### src/shared/gp_config_two_pkg.sv
// package for the second general-purpose configuration register block
// assumes a single 50 MHz system clock and a plain register port
package gp_config_two_pkg;

   // ------------------------------------------------------------
   // register map and field layout
   // ------------------------------------------------------------
   localparam logic [4:0] addr_gp_config_two = 5'h0a;
   localparam logic [4:0] addr_irq_status = 5'h1c;
   localparam logic [4:0] addr_irq_enable = 5'h1d;
   localparam logic [4:0] addr_irq_clear = 5'h1e;
   localparam logic [21:0] gp_config_two_reset = 22'h0a0200;
   localparam int fault_pin_bit = 21;
   localparam int addr_hi_bit = 20;
   localparam int addr_lo_bit = 16;
   localparam int reserved_ro_bit = 15;
   localparam int cmp_hi_bit = 14;
   localparam int cmp_lo_bit = 13;
   localparam int broadcast_bit = 10;
   localparam int delay_bit = 9;
   localparam logic [1:0] cmp_disabled = 2'h0;
   localparam logic [1:0] cmp_enabled = 2'h3;
   localparam logic [21:0] writable_mask = 22'h007fff;

   // ------------------------------------------------------------
   // timing
   // ------------------------------------------------------------
   localparam int clk_hz = 50_000_000;
   localparam int long_delay_us = 25_000;
   localparam int short_delay_us = 6_500;
   localparam int long_delay_cycles = long_delay_us * (clk_hz / 1_000_000);
   localparam int short_delay_cycles = short_delay_us * (clk_hz / 1_000_000);
   localparam int delay_cnt_width = 21;

   // ------------------------------------------------------------
   // interrupt bit positions
   // ------------------------------------------------------------
   localparam int irq_width = 3;
   localparam int irq_fault_set = 0;
   localparam int irq_fault_clear = 1;
   localparam int irq_load = 2;

   // ------------------------------------------------------------
   // carriers
   // ------------------------------------------------------------
   typedef struct packed {
      logic [4:0] addr;
      logic [21:0] wdata;
      logic wr;
      logic rd;
   } reg_req_type;

   typedef struct packed {
      logic [1:0] cmp_select;
      logic broadcast_load_enable;
      logic short_delay;
   } config_type;

endpackage : gp_config_two_pkg

### src/design/fault_debounce.sv
// debounce of the raw output fault flag from the analog block
// assumes the raw flag is synchronous to clk_sys
`timescale 1ns/1ps
module fault_debounce
   import gp_config_two_pkg::*;
(
   input wire logic clk_sys,
   input wire logic reset,
   input wire logic short_delay,
   input wire logic fault_raw,
   output logic fault_result
);

   logic [delay_cnt_width-1:0] count_r, count_nxt;
   logic result_r, result_nxt;
   logic [delay_cnt_width-1:0] limit;

   // limit follows the delay select bit
   assign limit = short_delay ? delay_cnt_width'(short_delay_cycles - 1)
                              : delay_cnt_width'(long_delay_cycles - 1);

   // result changes only after the raw flag has differed for the full delay
   always_comb begin
      count_nxt = count_r;
      result_nxt = result_r;
      if (fault_raw == result_r) begin
         count_nxt = '0;
      end else if (count_r >= limit) begin
         result_nxt = fault_raw;
         count_nxt = '0;
      end else begin
         count_nxt = count_r + delay_cnt_width'(1);
      end
   end

   // register the state
   always_ff @(posedge clk_sys) begin
      if (reset) begin
         count_r <= '0;
         result_r <= 1'b0;
      end else begin
         count_r <= count_nxt;
         result_r <= result_nxt;
      end
   end

   assign fault_result = result_r;

endmodule : fault_debounce

### src/design/general_purpose_config_two_reg.sv
// second general-purpose configuration register with its side effects
// assumes a one-cycle strobe register port and the fault alert level as input
//
// Behaviour
// reads return the fault alert output level in bit 21, read-only
// register at address 0x0a, reset 0x0a0200, bits 20:16 read the address
// bits 14:13: 00 disables voltage comparators, 11 enables, others reserved
// die temperature comparator stays enabled regardless of the select field
// host sets the converter internal enable when enabling voltage comparators
// broadcast load bit makes software load ignore device address bits
// delay select: 0 gives 25 ms, 1 (reset) gives 6.5 ms fault debounce
// host writes zero to reserved bits; bit 15 reads zero
`timescale 1ns/1ps
module general_purpose_config_two_reg
   import gp_config_two_pkg::*;
(
   input wire logic clk_sys,
   input wire logic reset,
   input wire logic [4:0] reg_addr,
   input wire logic [21:0] reg_wdata,
   input wire logic reg_wr,
   input wire logic reg_rd,
   output logic [21:0] reg_rdata,
   input wire logic fault_alert_level,
   input wire logic output_fault_raw,
   input wire logic software_load_command,
   input wire logic [1:0] load_command_address,
   input wire logic [1:0] device_address,
   output logic output_load_strobe,
   output logic output_fault_result,
   output logic voltage_comparators_enable,
   output logic temperature_comparator_enable,
   output logic irq
);

   // ------------------------------------------------------------
   // request bundle
   // ------------------------------------------------------------
   reg_req_type req;
   assign req = '{addr: reg_addr, wdata: reg_wdata, wr: reg_wr, rd: reg_rd};

   // ------------------------------------------------------------
   // configuration register
   // ------------------------------------------------------------
   logic [21:0] cfg_r, cfg_nxt;
   config_type cfg;

   // only the writable bits take write data; top bits are never stored
   always_comb begin
      cfg_nxt = cfg_r;
      if (req.wr && req.addr == addr_gp_config_two) begin
         cfg_nxt = req.wdata & writable_mask;
         cfg_nxt[reserved_ro_bit] = 1'b0;
      end
   end

   // register the configuration
   always_ff @(posedge clk_sys) begin
      if (reset) begin
         cfg_r <= gp_config_two_reset & writable_mask;
      end else begin
         cfg_r <= cfg_nxt;
      end
   end

   assign cfg.cmp_select = cfg_r[cmp_hi_bit:cmp_lo_bit];
   assign cfg.broadcast_load_enable = cfg_r[broadcast_bit];
   assign cfg.short_delay = cfg_r[delay_bit];

   // ------------------------------------------------------------
   // comparator control
   // ------------------------------------------------------------
   // reserved codes leave the voltage comparators off
   assign voltage_comparators_enable = (cfg.cmp_select == cmp_enabled);
   assign temperature_comparator_enable = 1'b1;

   // ------------------------------------------------------------
   // software load decode
   // ------------------------------------------------------------
   logic load_r, load_nxt;

   // address match skipped when broadcast is enabled
   always_comb begin
      load_nxt = software_load_command &&
                 (cfg.broadcast_load_enable || load_command_address == device_address);
   end

   // register the load strobe
   always_ff @(posedge clk_sys) begin
      if (reset) begin
         load_r <= 1'b0;
      end else begin
         load_r <= load_nxt;
      end
   end

   assign output_load_strobe = load_r;

   // ------------------------------------------------------------
   // fault debounce
   // ------------------------------------------------------------
   logic fault_result;

   fault_debounce u_debounce (
      .clk_sys(clk_sys),
      .reset(reset),
      .short_delay(cfg.short_delay),
      .fault_raw(output_fault_raw),
      .fault_result(fault_result)
   );

   assign output_fault_result = fault_result;

   // ------------------------------------------------------------
   // interrupts
   // ------------------------------------------------------------
   logic [irq_width-1:0] irq_status_r, irq_status_nxt;
   logic [irq_width-1:0] irq_enable_r, irq_enable_nxt;
   logic fault_prev_r, fault_prev_nxt;
   logic [irq_width-1:0] irq_events;

   // events: debounced fault rising, falling, and an accepted load
   always_comb begin
      irq_events = '0;
      irq_events[irq_fault_set] = fault_result & ~fault_prev_r;
      irq_events[irq_fault_clear] = ~fault_result & fault_prev_r;
      irq_events[irq_load] = load_nxt;
      fault_prev_nxt = fault_result;
      irq_enable_nxt = irq_enable_r;
      irq_status_nxt = irq_status_r;
      if (req.wr && req.addr == addr_irq_enable) begin
         irq_enable_nxt = req.wdata[irq_width-1:0];
      end
      if (req.wr && req.addr == addr_irq_clear) begin
         irq_status_nxt = irq_status_r & ~req.wdata[irq_width-1:0];
      end
      irq_status_nxt = irq_status_nxt | irq_events; // set wins over clear
   end

   // register interrupt state
   always_ff @(posedge clk_sys) begin
      if (reset) begin
         irq_status_r <= '0;
         irq_enable_r <= '0;
         fault_prev_r <= 1'b0;
      end else begin
         irq_status_r <= irq_status_nxt;
         irq_enable_r <= irq_enable_nxt;
         fault_prev_r <= fault_prev_nxt;
      end
   end

   assign irq = |(irq_status_r & irq_enable_r);

   // ------------------------------------------------------------
   // read data
   // ------------------------------------------------------------
   logic [21:0] rdata_r, rdata_nxt;

   // read data stands only in the cycle after the read strobe
   always_comb begin
      rdata_nxt = '0;
      if (req.rd) begin
         unique case (req.addr)
            addr_gp_config_two: begin
               rdata_nxt = cfg_r;
               rdata_nxt[fault_pin_bit] = fault_alert_level;
               rdata_nxt[addr_hi_bit:addr_lo_bit] = addr_gp_config_two;
            end
            addr_irq_status: rdata_nxt[irq_width-1:0] = irq_status_r;
            addr_irq_enable: rdata_nxt[irq_width-1:0] = irq_enable_r;
            default: rdata_nxt = '0;
         endcase
      end
   end

   // register the read data
   always_ff @(posedge clk_sys) begin
      if (reset) begin
         rdata_r <= '0;
      end else begin
         rdata_r <= rdata_nxt;
      end
   end

   assign reg_rdata = rdata_r;

endmodule : general_purpose_config_two_reg

### config.mk
export PLATFORM = sky130hd
export DESIGN_NAME = general_purpose_config_two_reg
export DESIGN_NICKNAME = d
export VERILOG_FILES = /design/src/shared/gp_config_two_pkg.sv /design/src/design/fault_debounce.sv /design/src/design/general_purpose_config_two_reg.sv
export SDC_FILE = /design/constraint.sdc
export NUM_CORES = 1
export LEC_CHECK = 0
export ABC_AREA = 1
export ABC_CLOCK_PERIOD_IN_PS = 1900
export BUFFER_PORTS_ARGS = -buffer_cell sky130_fd_sc_hd__buf_4
export CORE_UTILIZATION = 53
export CTS_CLUSTER_SIZE = 28
export DETAILED_ROUTE_END_ITERATION = 7
export HOLD_SLACK_MARGIN = 0.08
export PLACE_DENSITY = 0.77
export SETUP_SLACK_MARGIN = 0.1
export SLEW_MARGIN = 30
export SYNTH_ARGS = -nofsm -noshare
export SYNTH_HDL_FRONTEND = slang
export SYNTH_SLANG_ARGS = --single-unit
### constraint.sdc
create_clock -name clk_sys -period 1.9 [get_ports clk_sys]
set_input_delay 0.285 -clock clk_sys [delete_from_list [all_inputs] [get_ports clk_sys]]
set_output_delay 0.285 -clock clk_sys [all_outputs]
set_load 0.03 [all_outputs]
==> out/metrics.csv, run 1 <==
stage,metric,value,unit
outcome,status,"finished, final reports clean",
sta,final worst setup slack,0.0270,ns
yosys,Main synth FF type,dfxtp_1,
floorplan,full die area,5470,um^2
setup_path,worst-path maximum fanout,6,
routing,vias,2449,
cells_and_area,fin util,0.741,
floorplan,Initial Utilization,0.566,
clock_network,Num CTS Buffers,9,
clock_network,Worst-Skew Late Latency,0.35,ns
global_routing,initial antenna violation count,0,
setup_path,CP cell instances,buf_8 > ha_4 > inv_1 > nor2_1 > nand2_2 > nor2_1 > nand3_1 > nand2_1 > nor2_2 > nand4_1 > buf_6 > buf_8 > nor2_2,
global_routing,global-route wire length before repair,9430,um
sta,RSZ-0062 raised after global routing,true,
worst_hold_path,Min-Delay Endpoint,reg_rdata[21]$_SDFF_PP0_,
sta,"Setup violations, final",0,
floorplan,Ports,65,
sta,number of hold violations in the final report,0,
yosys,Gate Count Post-Synth,353,
setup_path,r2r startpoint,cfg_r[9]$_SDFFE_PP1P_,
setup_path,CP max-delay cell,dfxtp_2,
global_routing,vias in the first global route,2205,
power_and_ir_drop,leak pwr,1.56,nW
global_routing,gr ovfl total,0,
global_routing,largest net degree at the start of global routing,23,
setup_path,Setup Crit Path Kind,reg -> reg,
clock_network,root buffer cell,clkbuf_8,
setup_path,CP Depth,13,
yosys,"Distinct cells, synth",27,
clock_network,clock sink total,62,
cells_and_area,layout cells sized above 1,0.252,
yosys,synth top area cells,"dfxtp_1 45%, nor2_1 7.9%, inv_1 6.8%",
routing,DRC,0,
sta,period utilisation layout,0.986,
global_routing,Global Route Usage Sum,0.231,
sta,Layout Skew,0.00551,ns
clock_network,Clock Tree Buf Depth,2,
routing,1st-iter DRT viols,104,
floorplan,die width,74.0,um
floorplan,Die Height,74.0,um
yosys,#FFs+latches synth,62,
yosys,Syn. warnings,0,
routing,final wirelength,6080,um
placement,Inst Count DP,468,
routing,routed len/inst,12.5,um
yosys,register area share after synthesis,0.452,
placement,Detailed Place HPWL,4100,um
setup_path,CP max stage delay,0.34,ns
setup_path,CP top delay family,simple AND/OR/NAND/NOR gates,
floorplan,Core Area,4850,um^2
yosys,"EDFF count, synth",0,
routing,remaining antenna violation count after routing,0,
cells_and_area,fin cells,488,
worst_hold_path,Hold Path Cell Cnt,3,
yosys,share of the synthesized area in the top cell type,0.452,
sta,f_max,534,MHz
setup_path,Reg2Reg Depth,13,
floorplan,Site Rows,25,
yosys,asr flop ratio synth,0,
power_and_ir_drop,PD cells,778,nW/um^2
setup_path,WP data required,2.14,ns
setup_path,Worst R2R End,u_debounce.count_r[0]$_SDFF_PP0_,
worst_hold_path,Hold Crit Class,in -> reg,
routing,drt via density,5.02,
setup_path,flop-to-flop setup slack,0.03,ns
setup_path,"Arr. time, crit path",2.11,ns
yosys,Synth Area per Inst,7.78,um^2
setup_path,startpoint types,register,
cells_and_area,# diodes,0,
worst_hold_path,source of the worst hold timing path,fault_alert_level,
cells_and_area,Layout area overhead,30.8,%
clock_network,hold_buf cts,0,
sta,post-route minimum period,1.87,ns
run,# Max-Cap Violations,0,
sta,Setup TNS,0,ns
setup_path,Buf/Inv on CP,4,
cells_and_area,Final nets,467,
clock_network,CTS tree,done,
sta,"Slew Viols, Final",0,
placement,PortBufs,52,
routing,DR pass1 iterations,4,
placement,Setup WS pre-CTS,0.0665,ns
power_and_ir_drop,Max IR drop VDD,0.560,mV
sta,final hold slack,0.152,ns
clock_network,htree depth,3,
yosys,Yosys top cell by area,dfxtp_1,
clock_network,clock-pin slew on the worst setup and hold paths,0.08,ns
placement,GPL Wtd Cong,0.773,
yosys,Syn Std Cell Area,2750,um^2
setup_path,Setup crit end kind,register,
## cell type report
type / count / area [um^2]
flip-flops and latches: 62 / 1240
well taps: 67 / 83.8
multi-input cells: 230 / 1350
inverters: 51 / 194
repair buffers: 62 / 495
fillers: 376 / 1260
clock inverters: 7 / 103
clock buffers: 9 / 124
## synthesized netlist by cell type, types with 3 or more instances
cell type and count:
a21oi_1 28, buf_4 8, clkbuf_1 4, dfxtp_1 62, ha_1 13, inv_1 50
nand2_1 44, nand3_1 11, nand4_1 6, nor2_1 58, nor2_2 3, o21ai_0 25
o22ai_1 4, xnor2_1 9, xor2_1 12
## flip-flops by register name (all words and copies together), names as in the netlist
| register | count |
|---|---|
| fault_prev_r | 1 |
| irq_status_r | 3 |
| irq_enable_r | 3 |
| cfg_r | 15 |
| u_debounce.fault_result | 1 |
| reg_rdata | 17 |
| output_load_strobe | 1 |
| u_debounce.count_r | 21 |
## layout by cell type (no fill, tap or decap), drive strengths merged
master,count
a21oi,28
and3,2
buf,62
bufinv,2
clkbuf,9
clkinvlp,1
conb,5
dfxtp,62
ha,13
inv,55
nand2,46
nand3,12
nand4,6
nor2,63
nor3,2
nor3b,1
o21ai,25
o21bai,1
o221ai,1
o22ai,4
xnor2,9
xor2,12
## routing by layer
layer / wire [um] / share of wire / vias up / track usage
met5: 0 / 0 / - / 0
met4: 112 / 0.018 / 0 / 0.0897
met3: 459 / 0.076 / 14 / 0.107
met2: 2980 / 0.49 / 68 / 0.388
met1: 2530 / 0.42 / 1132 / 0.254
li1: - / - / 1235 / -
## stage by stage
step                      area, um^2  power, W
after detailed placement        3200   0.00148
after global routing            3590   0.00289
after CTS                       3420   0.00281
after global placement          3200   0.00147
after floorplan                 2760   0.00142
final                           3590   0.00279
## worst max-delay path by stage
stage	endpoint	from	slack, ns
floorplan	u_debounce.count_r[0]$_SDFF_PP0_	cfg_r[9]$_SDFFE_PP1P_	0.15
global placement	u_debounce.count_r[18]$_SDFF_PP0_	cfg_r[9]$_SDFFE_PP1P_	0.13
detailed placement	u_debounce.count_r[4]$_SDFF_PP0_	cfg_r[9]$_SDFFE_PP1P_	0.07
CTS	u_debounce.count_r[4]$_SDFF_PP0_	cfg_r[9]$_SDFFE_PP1P_	0.13
global route	u_debounce.count_r[7]$_SDFF_PP0_	cfg_r[9]$_SDFFE_PP1P_	-0.10
finish	u_debounce.count_r[0]$_SDFF_PP0_	cfg_r[9]$_SDFFE_PP1P_	0.03
## worst register-to-register path, cell delays in order, from the launching register on
cell	delay [ns]
dfxtp_2	0.34
buf_8	0.15
ha_4	0.27
inv_1	0.04
nor2_1	0.10
nand2_2	0.09
nor2_1	0.11
nand3_1	0.09
nand2_1	0.10
nor2_2	0.05
nand4_1	0.12
buf_6	0.15
buf_8	0.13
nor2_2	0.04
## kinds of logic after synthesis
logic type / Yosys count / synth area share
fa+ha+maj: 13 / 0.0592
other cells: 2 / 0.00273
xor+xnor: 21 / 0.0670
compound gates: 59 / 0.112
buf+inv: 64 / 0.0984
simple gates: 132 / 0.209
flops: 62 / 0.452
## what timing repair did
action,CTS,global route
pin swaps,0,7
cloned,0,2
setup buffers,0,2
endpoints found under the setup margin,21,21
resized for setup,1,30
## where the power goes
group          internal, W  switching (W)
logic            0.0000724      0.0000766
clock network     0.000756       0.000575
registers          0.00131     0.00000553
total              0.00214       0.000657
No activity file was read; power rests on OpenSTA's default activity.
==> inputs of run 2 (changes only) <==
--- a/config.mk
+++ b/config.mk
@@ -8,13 +8,14 @@
 export ABC_AREA = 1
 export ABC_CLOCK_PERIOD_IN_PS = 1900
 export BUFFER_PORTS_ARGS = -buffer_cell sky130_fd_sc_hd__buf_4
-export CORE_UTILIZATION = 53
+export CORE_UTILIZATION = 55
 export CTS_CLUSTER_SIZE = 28
 export DETAILED_ROUTE_END_ITERATION = 7
 export HOLD_SLACK_MARGIN = 0.08
-export PLACE_DENSITY = 0.77
+export PLACE_DENSITY = 0.78
 export SETUP_SLACK_MARGIN = 0.1
 export SLEW_MARGIN = 30
 export SYNTH_ARGS = -nofsm -noshare
 export SYNTH_HDL_FRONTEND = slang
+export SYNTH_HIERARCHICAL = 1
 export SYNTH_SLANG_ARGS = --single-unit
==> run 2 against run 1 <==
  * Largest cell class unchanged
  * Maximum frequency is 1.4% lower
  * Sequential cell count stayed put
  * Highest routed layer unchanged
  * Critical path depth is 3 lower
  * Cell count is 14% higher
  * Final area is 12% higher
  * Non-clock buffer count stayed put
  * Via count is 12% higher
  * Die area is 11% higher
==> out/metrics.csv, run 2 <==
stage,metric,value,unit,change
power_and_ir_drop,Seq pwr share,0.490,,+0.020
power_and_ir_drop,Gate power share,0.069,,+0.016
floorplan,Die Height,77.9,um,+5.3%
clock_network,htree depth,3,,unchanged
floorplan,full die area,6070,um^2,+11%
placement,Detailed Place HPWL,4580,um,+12%
yosys,synth cell count leaders,"83 x nand2_1, 62 x dfxtp_1, 55 x nor2_1",,
placement,Setup WS pre-CTS,0.0263,ns,-0.0401 ns
global_routing,met1 Use GR,0.246,,-0.00821
yosys,#FFs+latches synth,62,,unchanged
routing,routed len/inst,12.3,um,-1.1%
run,# Max-Cap Violations,0,,unchanged
floorplan,Ports,65,,unchanged
yosys,Syn. warnings,6,,+6
power_and_ir_drop,internal power,0.00201,W,-5.9%
setup_path,Reg2Reg Depth,10,,-3
clock_network,Worst-Skew Late Latency,0.35,ns,about the same
sta,Setup TNS,0,ns,unchanged
yosys,share of the synthesized area in the top cell type,0.392,,-0.0603
routing,drt via density,4.94,,-1.6%
sta,"Slew Viols, Final",0,,unchanged
global_routing,GRT met3 Usage,0.0882,,-0.0188
sta,period utilisation layout,1.00,,+0.0140
cells_and_area,design area,4030,um^2,+12%
floorplan,Initial Utilization,0.572,,+0.00559
routing,1st-iter DRT viols,112,,+7.7%
power_and_ir_drop,Pwr Total,0.00268,W,-4.0%
yosys,synth top area cells,"dfxtp_1 39%, nand2_1 9.8%, nor2_1 6.5%",,
sta,RSZ-0062 raised after global routing,true,,
global_routing,global-route wire length before repair,10400,um,+11%
setup_path,WP data required,2.14,ns,about the same
setup_path,"Arr. time, crit path",2.14,ns,+0.03 ns
routing,DRC,0,,unchanged
global_routing,initial antenna violation count,0,,unchanged
setup_path,Crit. Startpoint,cfg_r[9]$_SDFFE_PP1P_,,
global_routing,vias in the first global route,2443,,+11%
sta,f_max,526,MHz,-1.4%
cells_and_area,"Most flops, register",u_debounce/count_r,,
power_and_ir_drop,PD cells,666,nW/um^2,-14%
clock_network,CTS tree,done,,
power_and_ir_drop,switching power share of the total,0.250,,+0.0151
sta,Layout Skew,0.00973,ns,+0.00422 ns
placement,GPL Wtd Cong,0.877,,+13%
yosys,register area share after synthesis,0.392,,-0.0603
yosys,asr flop ratio synth,0,,unchanged
floorplan,Core Area,5540,um^2,+14%
yosys,Syn Std Cell Area,3170,um^2,+15%
cells_and_area,layout cells sized above 1,0.311,,+0.0596
yosys,Gate Count Post-Synth,418,,+18%
clock_network,root buffer cell,clkbuf_8,,
floorplan,die width,77.9,um,+5.3%
global_routing,largest net degree at the start of global routing,25,,+8.7%
routing,final wirelength,6860,um,+13%
cells_and_area,"most common cell after layout, fill and taps aside",nand2_1,,
routing,DR pass1 iterations,4,,unchanged
setup_path,r2r startpoint,cfg_r[9]$_SDFFE_PP1P_,,
setup_path,Worst Setup EP,u_debounce/count_r[14]$_SDFF_PP0_,,
global_routing,Global Route Usage Sum,0.221,,-0.00949
cells_and_area,"commonest cells after routing, fill and taps aside","81 x nand2_1, 61 x dfxtp_1, 56 x buf_4, 53 x inv_1, 51 x nor2_1",,
cells_and_area,Layout area overhead,27.2,%,
clock_network,hold_buf cts,0,,unchanged
power_and_ir_drop,Clock power frac,0.441,,-0.036
power_and_ir_drop,leak pwr,1.80,nW,+15%
sta,"Setup violations, final",0,,unchanged
outcome,status,"finished, final reports clean",,
yosys,Main synth FF type,dfxtp_1,,
sta,final worst setup slack,0.000450,ns,-0.0265 ns
setup_path,Worst R2R End,u_debounce/count_r[14]$_SDFF_PP0_,,
power_and_ir_drop,Psw,0.000672,W,+2.1%
global_routing,gr ovfl total,0,,unchanged
power_and_ir_drop,Max IR drop VDD,0.609,mV,+8.7%
clock_network,Num CTS Buffers,9,,unchanged
setup_path,Setup Crit Path Kind,reg -> reg,,
setup_path,startpoint types,register,,
worst_hold_path,Hold Crit Class,in -> reg,,
yosys,Yosys top cell by area,dfxtp_1,,
routing,vias,2751,,+12%
yosys,"EDFF count, synth",0,,unchanged
clock_network,clock sink total,62,,unchanged
global_routing,busiest grt layer,met2,,
setup_path,Setup crit end kind,register,,
cells_and_area,max reg flops,21,,unchanged
yosys,"Distinct cells, synth",30,,+11%
clock_network,clock-pin slew on the worst setup and hold paths,0.08,ns,about the same
cells_and_area,# diodes,0,,unchanged
clock_network,Clock Tree Buf Depth,2,,unchanged
cells_and_area,fin util,0.727,,-0.0132
cells_and_area,Final nets,531,,+14%
global_routing,met2 Use GR,0.382,,-0.00558
setup_path,flop-to-flop setup slack,0.0005,ns,-0.03 ns
sta,post-route minimum period,1.90,ns,+0.0265 ns
placement,PortBufs,52,,unchanged
placement,dpl cell area,3610,um^2,+13%
floorplan,Site Rows,27,,+8.0%
setup_path,worst-path maximum fanout,5,,-1
yosys,top-count cell post-synth,nand2_1,,
routing,remaining antenna violation count after routing,0,,unchanged
sta,number of hold violations in the final report,0,,unchanged
yosys,Synth Area per Inst,7.58,um^2,-2.5%
-- run 2: worst min path at each step --
stage                                     start                            to  cells past startpoint
after floorplan                           reset  irq_enable_r[0]$_SDFFE_PP0P_                      1
after global placement    cfg_r[3]$_SDFFE_PP0P_       reg_rdata[3]$_SDFF_PP0_                      2
after detailed placement  cfg_r[3]$_SDFFE_PP0P_       reg_rdata[3]$_SDFF_PP0_                      2
after CTS                          reg_wdata[8]         cfg_r[8]$_SDFFE_PP0P_                      3
after global routing               reg_wdata[3]         cfg_r[3]$_SDFFE_PP0P_                      3
final                              reg_wdata[8]         cfg_r[8]$_SDFFE_PP0P_                      3
-- run 2: cell families after synthesis --
logic type,share of synthesized area
AND/OR/NAND/NOR,0.365
buffers and inverters,0.109
flip-flops,0.392
XOR/XNOR,0.0525
AO/OA/AOI/OAI,0.0284
adder cells (fa/ha/maj),0.0513
other,0.00237
-- run 2: layout make-up --
cell class | count | area, um^2
Clock inverter | 7 | 81.3
Multi-Input combinational cell | 286 | 1730
Clock buffer | 9 | 124
Fill cell | 454 | 1510
Inverter | 59 | 226
Timing Repair Buffer | 62 | 533
Sequential cell | 62 | 1240
Tap cell | 72 | 90.1
-- run 2: what timing repair did --
action	in CTS	in global routing
endpoints found under the setup margin	21	22
gates cloned	0	2
resized for setup	3	20
pin swaps	0	7
buffers inserted	0	2
-- run 2: power groups by stage --
stage	registers, W	logic (W)	clock network, W
2_1_floorplan	0.00135	0.0000939	0
3_3_place_gp	0.00135	0.000164	0
3_5_place_dp	0.00135	0.000167	0
4_1_cts	0.00131	0.000167	0.00122
5_1_grt	0.00132	0.000201	0.00129
6_report	0.00131	0.000184	0.00118
-- run 2: metal layers --
metal | part of all wire | vias up | wire length (um)
met5 | 0 | - | 0
met4 | 0.010 | 0 | 70
met3 | 0.053 | 7 | 361
met2 | 0.52 | 74 | 3540
met1 | 0.42 | 1257 | 2890
li1 | - | 1413 | -
-- run 2: per-stage QoR --
stage / hold WS [ns] / cells
2_1_floorplan: 0.354 / 421
3_3_place_gp: 0.420 / 537
3_5_place_dp: 0.428 / 537
4_1_cts: 0.137 / 553
5_1_grt: 0.140 / 557
6_report: 0.151 / 557
-- run 2: worst max-delay path, cell delays in order, from the launching register on --
cell	delay, ns
dfxtp_4	0.37
buf_6	0.14
ha_4	0.25
nand4_1	0.15
nor2_2	0.22
nand3_2	0.11
nand2_2	0.11
nor2_4	0.05
nand4_4	0.16
clkbuf_16	0.19
nor2_4	0.03
==> inputs of run 3 (changes only) <==
--- a/config.mk
+++ b/config.mk
@@ -13,7 +13,6 @@
 export DETAILED_ROUTE_END_ITERATION = 7
 export HOLD_SLACK_MARGIN = 0.08
 export PLACE_DENSITY = 0.78
-export SETUP_SLACK_MARGIN = 0.1
 export SLEW_MARGIN = 30
 export SYNTH_ARGS = -nofsm -noshare
 export SYNTH_HDL_FRONTEND = slang
==> run 3 against run 2 <==
  * Combinational power fell by 9%
  * Cell count fell by 0.72%
  * Clock power barely moved
  * Die area did not move
  * Global-route usage rose by 1.4 points
  * Power barely moved
  * First-iteration DRC count fell by 13%
  * Routed wire length fell by 5.9%
  * Sequential cell count did not move
  * Core utilization fell by 3.5 points
  * Largest cell class unchanged
==> out/metrics.csv, run 3 (synthesized netlist as in run 2, its figures left out) <==
stage,metric,value,unit,change
cells_and_area,max reg flops,21,,unchanged
routing,final wirelength,6460,um,-5.9%
setup_path,Worst Setup EP,u_debounce/count_r[7]$_SDFF_PP0_,,
setup_path,Setup Crit Path Kind,reg -> reg,,
clock_network,Num CTS Buffers,9,,unchanged
sta,f_max,569,MHz,+8.0%
sta,RSZ-0062 raised after global routing,false,,
setup_path,"Arr. time, crit path",2.00,ns,-0.14 ns
floorplan,Site Rows,27,,unchanged
cells_and_area,layout cells sized above 1,0.277,,-0.0348
global_routing,vias in the first global route,2589,,+6.0%
run,# Max-Cap Violations,0,,unchanged
sta,period utilisation layout,0.926,,-0.0740
outcome,status,"finished, final reports clean",,
clock_network,Post-CTS Setup Bufs,0,,unchanged
sta,Setup TNS,0,ns,unchanged
setup_path,Setup crit end kind,register,,
routing,remaining antenna violation count after routing,0,,unchanged
routing,DRC,0,,unchanged
sta,post-route minimum period,1.76,ns,-0.141 ns
cells_and_area,"most common cell after layout, fill and taps aside",nand2_1,,
floorplan,Ports,65,,unchanged
global_routing,gr ovfl total,0,,unchanged
setup_path,r2r startpoint,cfg_r[9]$_SDFFE_PP1P_,,
clock_network,Worst-Skew Late Latency,0.35,ns,about the same
setup_path,startpoint types,register,,
sta,Layout Skew,0.0102,ns,+0.000447 ns
cells_and_area,# diodes,0,,unchanged
worst_hold_path,source of the worst hold timing path,reg_wdata[8],,
setup_path,Worst R2R End,u_debounce/count_r[7]$_SDFF_PP0_,,
worst_hold_path,Hold Crit Class,in -> reg,,
placement,PortBufs,52,,unchanged
clock_network,CTS tree,done,,
floorplan,die width,77.9,um,unchanged
sta,"Setup violations, final",0,,unchanged
placement,Detailed Place HPWL,4810,um,+5.1%
routing,routed len/inst,11.7,um,-5.2%
power_and_ir_drop,leak pwr,1.77,nW,-1.7%
cells_and_area,Final nets,527,,-0.75%
cells_and_area,Layout area overhead,21.0,%,
floorplan,Initial Utilization,0.572,,unchanged
routing,1st-iter DRT viols,97,,-13%
global_routing,global-route wire length before repair,11200,um,+7.2%
routing,DR pass1 iterations,4,,unchanged
cells_and_area,"commonest cells after routing, fill and taps aside","83 x nand2_1, 61 x dfxtp_1, 55 x buf_4, 53 x inv_1, 53 x nor2_1",,
global_routing,Global Route Usage Sum,0.235,,+0.0140
clock_network,Post-CTS Resized,0,,-3
floorplan,Die Height,77.9,um,unchanged
clock_network,clock sink total,62,,unchanged
clock_network,htree depth,3,,unchanged
clock_network,hold_buf cts,0,,unchanged
routing,drt via density,4.89,,-1.0%
floorplan,full die area,6070,um^2,unchanged
setup_path,flop-to-flop setup slack,0.14,ns,+0.14 ns
global_routing,largest net degree at the start of global routing,25,,unchanged
setup_path,WP data required,2.14,ns,about the same
placement,GPL Wtd Cong,0.885,,+0.99%
clock_network,root buffer cell,clkbuf_8,,
floorplan,Core Area,5540,um^2,unchanged
sta,"Slew Viols, Final",0,,unchanged
cells_and_area,"Most flops, register",u_debounce/count_r,,
power_and_ir_drop,PD cells,700,nW/um^2,+5.1%
setup_path,Reg2Reg Depth,12,,+2
setup_path,worst-path maximum fanout,11,,+6
setup_path,Crit. Startpoint,cfg_r[9]$_SDFFE_PP1P_,,
clock_network,Clock Tree Buf Depth,2,,unchanged
global_routing,initial antenna violation count,0,,unchanged
sta,number of hold violations in the final report,0,,unchanged
clock_network,clock-pin slew on the worst setup and hold paths,0.07,ns,about the same
power_and_ir_drop,Pwr Total,0.00268,W,about the same
power_and_ir_drop,Max IR drop VDD,0.443,mV,-27%
routing,vias,2703,,-1.7%
## run 3: power by group
part / switching (W) / internal (W) / total, W
logic: 0.0000954 / 0.0000727 / 0.000168
registers: 0.00000711 / 0.00131 / 0.00132
clock network: 0.000551 / 0.000650 / 0.00120
total: 0.000653 / 0.00203 / 0.00268
## run 3: metrics by stage
step	hold slack [ns]	util	cells	area, um^2	setup WS, ns
floorplan	0.354	-	421	3180	0.0707
global placement	0.423	0.651	537	3610	0.114
detailed placement	0.426	0.651	537	3610	0.0620
CTS	0.145	0.688	553	3810	0.0522
global route	0.147	0.692	553	3840	0.00293
finish	0.154	0.692	553	3840	0.141
## run 3: layout make-up
class	count	area, um^2
multi-input combinational	286	1610
clock buffer	10	138
inverter	59	221
clock inverter	6	68.8
tap	72	90.1
fill	457	1700
sequential	62	1240
timing repair buffer	58	464
## run 3: worst max-delay path, stage by stage (launching register included)
cell and delay, ns:
dfxtp_2 0.34, buf_6 0.14, ha_1 0.29, inv_1 0.04, nor2_1 0.09, nand2_1 0.08, nor2_1 0.15, nand3_1 0.11
nand2_2 0.09, nor2_4 0.05, nand4_4 0.08, buf_12 0.16, nor2_2 0.04
## run 3: worst min-delay path by stage
stage / cells past startpoint / slack, ns / end
finish: 3 / 0.15 / cfg_r[8]$_SDFFE_PP0P_
floorplan: 1 / 0.35 / irq_enable_r[0]$_SDFFE_PP0P_
global placement: 2 / 0.42 / reg_rdata[7]$_SDFF_PP0_
detailed placement: 2 / 0.43 / reg_rdata[5]$_SDFF_PP0_
global route: 3 / 0.15 / cfg_r[8]$_SDFFE_PP0P_
CTS: 3 / 0.14 / cfg_r[8]$_SDFFE_PP0P_
## run 3: layer usage
layer  GRT usage  routed length (um)  vias to the layer above  part of all wire
li1            -                   -                     1404                 -
met1       0.262                2780                     1218              0.43
met2       0.411                3260                       62              0.50
met3      0.0741                 257                       19             0.040
met4       0.102                 161                        0             0.025
met5           0                   0                        -                 0
